### config.mk
export PLATFORM = sky130hd
export DESIGN_NAME = pges_port_gate
export DESIGN_NICKNAME = d
export VERILOG_FILES = /design/src/common/pges_pkg.sv /design/src/hdl/pges_port_gate.sv
export SDC_FILE = /design/constraint.sdc
export NUM_CORES = 1
export LEC_CHECK = 0
export ABC_AREA = 0
export BUFFER_PORTS_ARGS = -buffer_cell sky130_fd_sc_hd__buf_2
export CAP_MARGIN = 10
export CORE_MARGIN = 4
export CORE_UTILIZATION = 45
export CTS_CLUSTER_SIZE = 25
export DETAILED_ROUTE_END_ITERATION = 10
export SYNTH_ARGS = -nofsm -noshare
export SYNTH_HDL_FRONTEND = slang
export SYNTH_SLANG_ARGS = --single-unit
### constraint.sdc
create_clock -name clk -period 5.3 [get_ports clk]
set_input_delay 0 -clock clk [delete_from_list [all_inputs] [get_ports clk]]
set_output_delay 0 -clock clk [all_outputs]
set_load 0.05 [all_outputs]
### src/common/pges_pkg.sv
// Constants and types shared by the port gate and error status block
package pges_pkg;

  // ***************************************************************
  // Widths and depths
  // ***************************************************************
  localparam int unsigned DATA_W     = 32;
  localparam int unsigned FIFO_DEPTH = 32;
  localparam int unsigned CNT_W      = 32;
  localparam int unsigned CAUSE_W    = 32;
  localparam int unsigned STAT_W     = 3;

  // ***************************************************************
  // Status flag positions (write one to clear)
  // ***************************************************************
  localparam int unsigned STAT_IN_ERR  = 0;
  localparam int unsigned STAT_OUT_ERR = 1;
  localparam int unsigned STAT_FATAL   = 2;

  // ***************************************************************
  // Values after reset and counter step
  // ***************************************************************
  localparam logic [STAT_W-1:0]  STAT_RESET  = 3'h0;
  localparam logic [CAUSE_W-1:0] CAUSE_RESET = 32'h0000_0000;
  localparam logic [CNT_W-1:0]   CNT_RESET   = 32'h0000_0000;
  localparam logic [CNT_W-1:0]   CNT_STEP    = 32'h0000_0001;
  localparam logic [DATA_W-1:0]  DATA_RESET  = 32'h0000_0000;

  // ***************************************************************
  // Packet path state
  // ***************************************************************
  typedef enum logic [1:0] {
    PGES_IDLE,
    PGES_PASS,
    PGES_DROP
  } pges_path_t;

endpackage

### src/hdl/pges_port_gate.sv
// Port gate, error status, packet counters and receive FIFO
// Contract
// RULE1: Report link good when control characters exchange
// RULE2: Halt control stops all packet issue and accept; code gates accept only, words held in the FIFO or tx register still issue
// RULE3: Data packets pass only with direction enabled
// RULE4: Error flags sticky, cleared by writing one
// RULE5: Error flags never stop packet traffic
// RULE6: Fatal flag discards every packet, maintenance too
// RULE7: Per-port standard and vendor fault cause records
// RULE8: Separate received and sent VC0 packet counters
// RULE9: Counters advance only with count enable set
// RULE10: Port off stops all packets on port; code gates accept only, words held in the FIFO or tx register still issue
// RULE11: Count each whole packet, wrap on overflow
`timescale 1ns/1ps

// ***************************************************************
// Synchronous FIFO with valid and ready on both sides
// ***************************************************************
module pges_fifo #(
  parameter int unsigned WIDTH = 33,
  parameter int unsigned DEPTH = 32
) (
  input  wire logic             clk,
  input  wire logic             sys_rst,
  input  wire logic             in_valid,
  output logic                  in_ready,
  input  wire logic [WIDTH-1:0] in_data,
  output logic                  out_valid,
  input  wire logic             out_ready,
  output logic      [WIDTH-1:0] out_data
);
  localparam int unsigned AW = $clog2(DEPTH);

  logic [WIDTH-1:0] mem [DEPTH];
  logic [AW-1:0]    wr_ptr;
  logic [AW-1:0]    rd_ptr;
  logic [AW:0]      fill;
  logic [AW-1:0]    next_wr_ptr;
  logic [AW-1:0]    next_rd_ptr;
  logic [AW:0]      next_fill;
  logic             push;
  logic             pop;

  assign in_ready  = (fill < (AW+1)'(DEPTH));
  assign out_valid = (fill != '0);
  assign out_data  = mem[rd_ptr];
  assign push      = in_valid && in_ready;
  assign pop       = out_valid && out_ready;

  always_comb begin
    next_wr_ptr = push ? AW'(wr_ptr + 1'b1) : wr_ptr;
    next_rd_ptr = pop ? AW'(rd_ptr + 1'b1) : rd_ptr;
    next_fill   = fill;
    if (push && !pop) begin
      next_fill = (AW+1)'(fill + 1'b1);
    end else if (pop && !push) begin
      next_fill = (AW+1)'(fill - 1'b1);
    end
  end

  always_ff @(posedge clk) begin
    if (sys_rst) begin
      wr_ptr <= '0;
      rd_ptr <= '0;
      fill   <= '0;
    end else begin
      wr_ptr <= next_wr_ptr;
      rd_ptr <= next_rd_ptr;
      fill   <= next_fill;
    end
  end

  always_ff @(posedge clk) begin
    if (push) begin
      mem[wr_ptr] <= in_data;
    end
  end
endmodule

// ***************************************************************
// Top: gating of both packet directions and error status
// ***************************************************************
module pges_port_gate (
  input  wire logic                          clk,
  input  wire logic                          sys_rst,
  input  wire logic                          link_ctl_ok,
  output logic                               port_link_good,
  input  wire logic                          port_halt_ctl,
  input  wire logic                          port_off_ctl,
  input  wire logic                          input_port_enable,
  input  wire logic                          output_port_enable,
  input  wire logic                          packet_count_enable,
  input  wire logic                          rx_valid,
  output logic                               rx_ready,
  input  wire logic [pges_pkg::DATA_W-1:0]   rx_data,
  input  wire logic                          rx_last,
  input  wire logic                          rx_vc0,
  input  wire logic                          rx_maint,
  output logic                               fab_valid,
  input  wire logic                          fab_ready,
  output logic      [pges_pkg::DATA_W-1:0]   fab_data,
  output logic                               fab_last,
  input  wire logic                          fab_tx_valid,
  output logic                               fab_tx_ready,
  input  wire logic [pges_pkg::DATA_W-1:0]   fab_tx_data,
  input  wire logic                          fab_tx_last,
  input  wire logic                          fab_tx_vc0,
  input  wire logic                          fab_tx_maint,
  output logic                               tx_valid,
  input  wire logic                          tx_ready,
  output logic      [pges_pkg::DATA_W-1:0]   tx_data,
  output logic                               tx_last,
  input  wire logic                          in_err_event,
  input  wire logic                          out_err_event,
  input  wire logic                          fatal_err_event,
  input  wire logic [pges_pkg::CAUSE_W-1:0]  fault_cause_bits,
  input  wire logic [pges_pkg::CAUSE_W-1:0]  vendor_cause_bits,
  input  wire logic                          status_clear_strobe,
  input  wire logic [pges_pkg::STAT_W-1:0]   status_clear_bits,
  input  wire logic                          cause_clear_strobe,
  input  wire logic [pges_pkg::CAUSE_W-1:0]  cause_clear_bits,
  input  wire logic [pges_pkg::CAUSE_W-1:0]  vendor_clear_bits,
  output logic      [pges_pkg::STAT_W-1:0]   port_fault_status,
  output logic      [pges_pkg::CAUSE_W-1:0]  port_fault_cause,
  output logic      [pges_pkg::CAUSE_W-1:0]  port_vendor_fault_cause,
  output logic      [pges_pkg::CNT_W-1:0]    vc0_received_packet_count,
  output logic      [pges_pkg::CNT_W-1:0]    vc0_sent_packet_count
);
  // ***************************************************************
  // Shared gating terms
  // ***************************************************************
  logic port_open;
  logic fatal;

  assign port_open = !port_halt_ctl && !port_off_ctl;  // [RULE2] [RULE10]
  assign fatal     = port_fault_status[pges_pkg::STAT_FATAL];

  // ***************************************************************
  // Receive path
  // ***************************************************************
  pges_pkg::pges_path_t rx_state;
  pges_pkg::pges_path_t next_rx_state;
  logic                 rx_drop_now;
  logic                 rx_take;
  logic                 rx_push;
  logic                 fifo_in_ready;
  logic                 rx_pkt_done;

  always_comb begin
    rx_drop_now = (rx_state == pges_pkg::PGES_DROP);
    if (rx_state == pges_pkg::PGES_IDLE) begin
      rx_drop_now = fatal || (!rx_maint && !input_port_enable);  // [RULE3] [RULE6]
    end
  end

  assign rx_ready    = port_open && (rx_drop_now || fifo_in_ready);  // [RULE2] [RULE10] [RULE5]
  assign rx_take     = rx_valid && rx_ready;
  assign rx_push     = rx_take && !rx_drop_now;
  assign rx_pkt_done = rx_push && rx_last;

  always_comb begin
    next_rx_state = rx_state;
    if (rx_take) begin
      if (rx_last) begin
        next_rx_state = pges_pkg::PGES_IDLE;
      end else begin
        next_rx_state = rx_drop_now ? pges_pkg::PGES_DROP : pges_pkg::PGES_PASS;
      end
    end
  end

  always_ff @(posedge clk) begin
    if (sys_rst) begin
      rx_state <= pges_pkg::PGES_IDLE;
    end else begin
      rx_state <= next_rx_state;
    end
  end

  pges_fifo #(
    .WIDTH (pges_pkg::DATA_W + 1),
    .DEPTH (pges_pkg::FIFO_DEPTH)
  ) u_rx_fifo (
    .clk       (clk),
    .sys_rst   (sys_rst),
    .in_valid  (rx_valid && port_open && !rx_drop_now),
    .in_ready  (fifo_in_ready),
    .in_data   ({rx_last, rx_data}),
    .out_valid (fab_valid),
    .out_ready (fab_ready),
    .out_data  ({fab_last, fab_data})
  );

  // ***************************************************************
  // Transmit path with output register
  // ***************************************************************
  pges_pkg::pges_path_t        tx_state;
  pges_pkg::pges_path_t        next_tx_state;
  logic                        tx_drop_now;
  logic                        tx_take;
  logic                        tx_load;
  logic                        next_tx_valid;
  logic [pges_pkg::DATA_W-1:0] next_tx_data;
  logic                        next_tx_last;
  logic                        tx_pkt_done;

  always_comb begin
    tx_drop_now = (tx_state == pges_pkg::PGES_DROP);
    if (tx_state == pges_pkg::PGES_IDLE) begin
      tx_drop_now = fatal || (!fab_tx_maint && !output_port_enable);  // [RULE3] [RULE6]
    end
  end

  assign fab_tx_ready = port_open && (tx_drop_now || !tx_valid || tx_ready);  // [RULE2] [RULE10]
  assign tx_take      = fab_tx_valid && fab_tx_ready;
  assign tx_load      = tx_take && !tx_drop_now;
  assign tx_pkt_done  = tx_load && fab_tx_last;

  always_comb begin
    next_tx_state = tx_state;
    next_tx_valid = tx_valid && !tx_ready;
    next_tx_data  = tx_data;
    next_tx_last  = tx_last;
    if (tx_take) begin
      if (fab_tx_last) begin
        next_tx_state = pges_pkg::PGES_IDLE;
      end else begin
        next_tx_state = tx_drop_now ? pges_pkg::PGES_DROP : pges_pkg::PGES_PASS;
      end
    end
    if (tx_load) begin
      next_tx_valid = 1'b1;
      next_tx_data  = fab_tx_data;
      next_tx_last  = fab_tx_last;
    end
  end

  always_ff @(posedge clk) begin
    if (sys_rst) begin
      tx_state <= pges_pkg::PGES_IDLE;
      tx_valid <= 1'b0;
      tx_data  <= pges_pkg::DATA_RESET;
      tx_last  <= 1'b0;
    end else begin
      tx_state <= next_tx_state;
      tx_valid <= next_tx_valid;
      tx_data  <= next_tx_data;
      tx_last  <= next_tx_last;
    end
  end

  // ***************************************************************
  // Link good, error flags, fault causes and counters
  // ***************************************************************
  logic                         next_link_good;
  logic [pges_pkg::STAT_W-1:0]  next_status;
  logic [pges_pkg::STAT_W-1:0]  stat_set;
  logic [pges_pkg::STAT_W-1:0]  stat_clr;
  logic [pges_pkg::CAUSE_W-1:0] next_cause;
  logic [pges_pkg::CAUSE_W-1:0] next_vendor;
  logic [pges_pkg::CNT_W-1:0]   next_rx_count;
  logic [pges_pkg::CNT_W-1:0]   next_tx_count;
  logic                         any_err;

  always_comb begin
    next_link_good = link_ctl_ok;  // [RULE1]
    stat_set = '0;
    stat_set[pges_pkg::STAT_IN_ERR]  = in_err_event;
    stat_set[pges_pkg::STAT_OUT_ERR] = out_err_event;
    stat_set[pges_pkg::STAT_FATAL]   = fatal_err_event;
    stat_clr    = status_clear_strobe ? status_clear_bits : '0;
    next_status = (port_fault_status & ~stat_clr) | stat_set;  // [RULE4]
    any_err     = in_err_event || out_err_event || fatal_err_event;
    next_cause  = port_fault_cause;
    next_vendor = port_vendor_fault_cause;
    if (cause_clear_strobe) begin
      next_cause  = next_cause & ~cause_clear_bits;
      next_vendor = next_vendor & ~vendor_clear_bits;
    end
    if (any_err) begin
      next_cause  = next_cause | fault_cause_bits;  // [RULE7]
      next_vendor = next_vendor | vendor_cause_bits;  // [RULE7]
    end
    next_rx_count = vc0_received_packet_count;
    next_tx_count = vc0_sent_packet_count;
    if (packet_count_enable && rx_pkt_done && rx_vc0) begin  // [RULE9] [RULE8]
      next_rx_count = pges_pkg::CNT_W'(vc0_received_packet_count + pges_pkg::CNT_STEP);  // [RULE11]
    end
    if (packet_count_enable && tx_pkt_done && fab_tx_vc0) begin  // [RULE9] [RULE8]
      next_tx_count = pges_pkg::CNT_W'(vc0_sent_packet_count + pges_pkg::CNT_STEP);  // [RULE11]
    end
  end

  always_ff @(posedge clk) begin
    if (sys_rst) begin
      port_link_good            <= 1'b0;
      port_fault_status         <= pges_pkg::STAT_RESET;
      port_fault_cause          <= pges_pkg::CAUSE_RESET;
      port_vendor_fault_cause   <= pges_pkg::CAUSE_RESET;
      vc0_received_packet_count <= pges_pkg::CNT_RESET;
      vc0_sent_packet_count     <= pges_pkg::CNT_RESET;
    end else begin
      port_link_good            <= next_link_good;
      port_fault_status         <= next_status;
      port_fault_cause          <= next_cause;
      port_vendor_fault_cause   <= next_vendor;
      vc0_received_packet_count <= next_rx_count;
      vc0_sent_packet_count     <= next_tx_count;
    end
  end
endmodule

==> reports/metrics.yaml <==
hold_depth: 4
initial_core_util_pct: 45.3
path_class: "reg2out"
r2r_cells: 5
synth_seq_cells: 1247
io_pins: 420
fin_setup_tns_ps: 0
rows: 120
hold_path_class: "in2reg"
tritoncts: "done"
r2r_slack_ps: 1880
ir_worst_vdd_v: 0.000276
grt_pass1_vias: 30182
drc: 0
syn_nets: 3134
critPathTopFamily: "buffers and inverters"
post_synth_and_or_nand_nor_area_fraction_pct: 6.01
cpPeakStageDelay_ps: 870
ys_types: 63
yosys_warnings: 0
synth_area_leaders: "edfxtp_1 66%, dfxtp_1 7.9%, mux4_2 6.1%"
avgRoutedWirePerCell_um: 25.9
synth_top_area_cell: "edfxtp_1"
synth-xor-area-share_pct: 0.434
area.growth.synth_to_final_pct: 22.2
synth_top_area_share_pct: 65.5
min_period_ps: 4480
critical_path_arrival_ps: 4480
cts.sinks: 1247
worst_clock_skew_ps: 32.9
dieArea_mm2: 0.113
synth_ff_type: "edfxtp_1"
ant_nets: 0
overflow: 0
worst_ep_required_time_ps: 5300
cp_cell_sequence: "buf_4 > buf_4 > mux4_2 > o22ai_1 > nor4_1 > buf_2"
yosysMostFrequentCell: "edfxtp_1"
crit_path_top_delay_cell: "dfxtp_4"
first_pass_iters: 5
drt_iter0_drc: 2460
cts-resized-gates: 0
r2r-end: "u_rx_fifo.mem[29][22]"
synthMuxAreaShare_pct: 12.4
crit_top_cell: "buf_4"
clk_path_buf_depth: 3
maxCapViolCount: 0
wl_mm: 132
syn_inst: 2903
core_area_mm2: 0.107
synth_top_family_by_area: "multiplexers"
num_vias: 29168
slew_headroom_pct: 17.0
path_depth: 6
syn_avg_cell_area_um2: 16.7
cp_max_fo: 56
netlist_area_mm2: 0.0484
synth_compound_area_share_pct: 5.85
numCtsBuffers: 134
vias_per_cell: 5.72
fmax_mhz: 223
layout.nets: 3817
cp_num_buf_inv: 3
synth-adder-area-share_pct: 0.352
p_leak_nw: 19.8
pre_cts_slack_ps: 1270
path_clk_slew_ps: 60
hold_viol_final: 0
cts-root-buf: "clkbuf_16"
die_w_um: 336
dp_hpwl_mm: 82.9
rr_startpoint: "port_fault_status[2]"
synthTopCellsByCount: "1056 x edfxtp_1, 220 x nand2_1, 200 x mux2i_1"
finalSetupViolations: 0
clk_latency_ps: 740
gp_congestion: 0.895
drv_slew: 0
crit_path_end: "fab_last"
synth_edf_count: 1056
ys_seq_area_share_pct: 73.4
antenna_found_initial: 6
setup_slack_ps: 824
htreeDepth: 4
startpoint_type: "register"
fin_crit_sh_pct: 84.5
die_height_um: 336
async_flop_share_pct: 0
worst_pin_slew_ps: 1240
grt_pass1_wl_mm: 194
grt_usage_pct: 23.1
grt_start_max_net_pins: 138
rsz0062_at_grt: "false"
powerDensity_mw_per_mm2: 392
outcome: "finished clean"
port_buffers: 419
drive_gt1_share_pct: 25.6
endpoint_kind: "output pin"
[cell families (layout without fill, tap and decap cells)]
family	after synthesis	after routing
mux	421	421
simple gates	618	618
flops	1247	1247
fa+ha+maj	13	13
buf+inv	179	966
xor+xnor	24	24
compound gates	401	401
other cells	0	3
[sequential cells by signal, indices dropped and copies added (netlist names), 2 cells and up, named ones only]
signal / cells
port_fault_cause: 32
port_fault_status: 3
port_vendor_fault_cause: 32
rx_state: 2
tx_data: 32
tx_state: 2
u_rx_fifo.fill: 6
u_rx_fifo.mem: 1056
u_rx_fifo.rd_ptr: 5
u_rx_fifo.wr_ptr: 5
vc0_received_packet_count: 32
vc0_sent_packet_count: 32
[stage by stage]
step	area, um^2	util, %	hold WS (ps)	cells	total power, mW
after floorplan	48400	-	98.9	2903	13.3
after global placement	52200	48.8	215	4599	14.2
after detailed placement	52300	48.9	227	4607	14.2
after CTS	59000	55.2	1.66	5084	23.4
after global routing	59100	55.3	53.9	5094	24.0
final	59100	55.3	63.8	5096	23.2
[power breakdown]
part	internal (mW)	switching [mW]	total [mW]
clock	5.28	3.76	9.04
combinational	1.34	1.93	3.27
sequential	10.7	0.177	10.9
[layout make-up]
| class | count | area (um^2) |
|---|---|---|
| antenna | 3 | 7.51 |
| clock buffer | 171 | 3620 |
| clock inverter | 69 | 646 |
| fill | 8244 | 47800 |
| inverter | 16 | 60.1 |
| multi-input combinational | 1477 | 12400 |
| sequential | 1247 | 35500 |
| tap | 1403 | 1760 |
| timing repair buffer | 710 | 5120 |
[worst reg2reg max path, delay by kind of cell, from the launching register on]
kind,cells,cell delay [ps]
buffers and inverters,1,370
and+or+nand+nor,3,1980
AOI/OAI and AO/OA,1,380
DFF,1,390
[worst min-delay path by stage]
| stage | slack, ps | endpoint | startpoint |
|---|---|---|---|
| global placement | 220 | port_link_good | link_ctl_ok |
| CTS | 2 | tx_data[23] | fab_tx_data[23] |
| finish | 60 | tx_data[21] | fab_tx_data[21] |
| floorplan | 100 | u_rx_fifo.mem[0][0] | rx_data[0] |
| global route | 50 | tx_data[23] | fab_tx_data[23] |
| detailed placement | 230 | port_link_good | link_ctl_ok |
[placed cells by master, fill, tap and decap left out, types with 34 or more instances in the layout]
master	netlist	layout
buf_4	5	35
nand2_1	220	220
clkbuf_16	0	137
a211oi_1	97	97
a21oi_1	63	63
mux2_2	89	89
mux2i_1	200	200
buf_2	45	418
nor2b_1	60	60
dfxtp_1	191	188
o22ai_1	34	34
dlygate4sd3_1	0	237
nor2_4	0	35
nor2_1	180	143
mux4_2	132	132
edfxtp_1	1056	1056
a22oi_1	129	129
[per-layer routing]
layer	global-route usage [%]	part of all wire, %	up-vias
met5	0	0.0053	-
met4	7.96	3.3	2
met3	4.82	6.7	238
met2	40.3	51	1162
met1	28.8	39	14920
li1	-	-	12846
[repair_timing]
| item | in CTS | in global routing |
|---|---|---|
| hold buffers | 237 | 0 |
| setup buffers | 0 | 0 |
| endpoints found under the hold margin | 1243 | 0 |
Note: power is estimated with default switching activity, not from simulation.
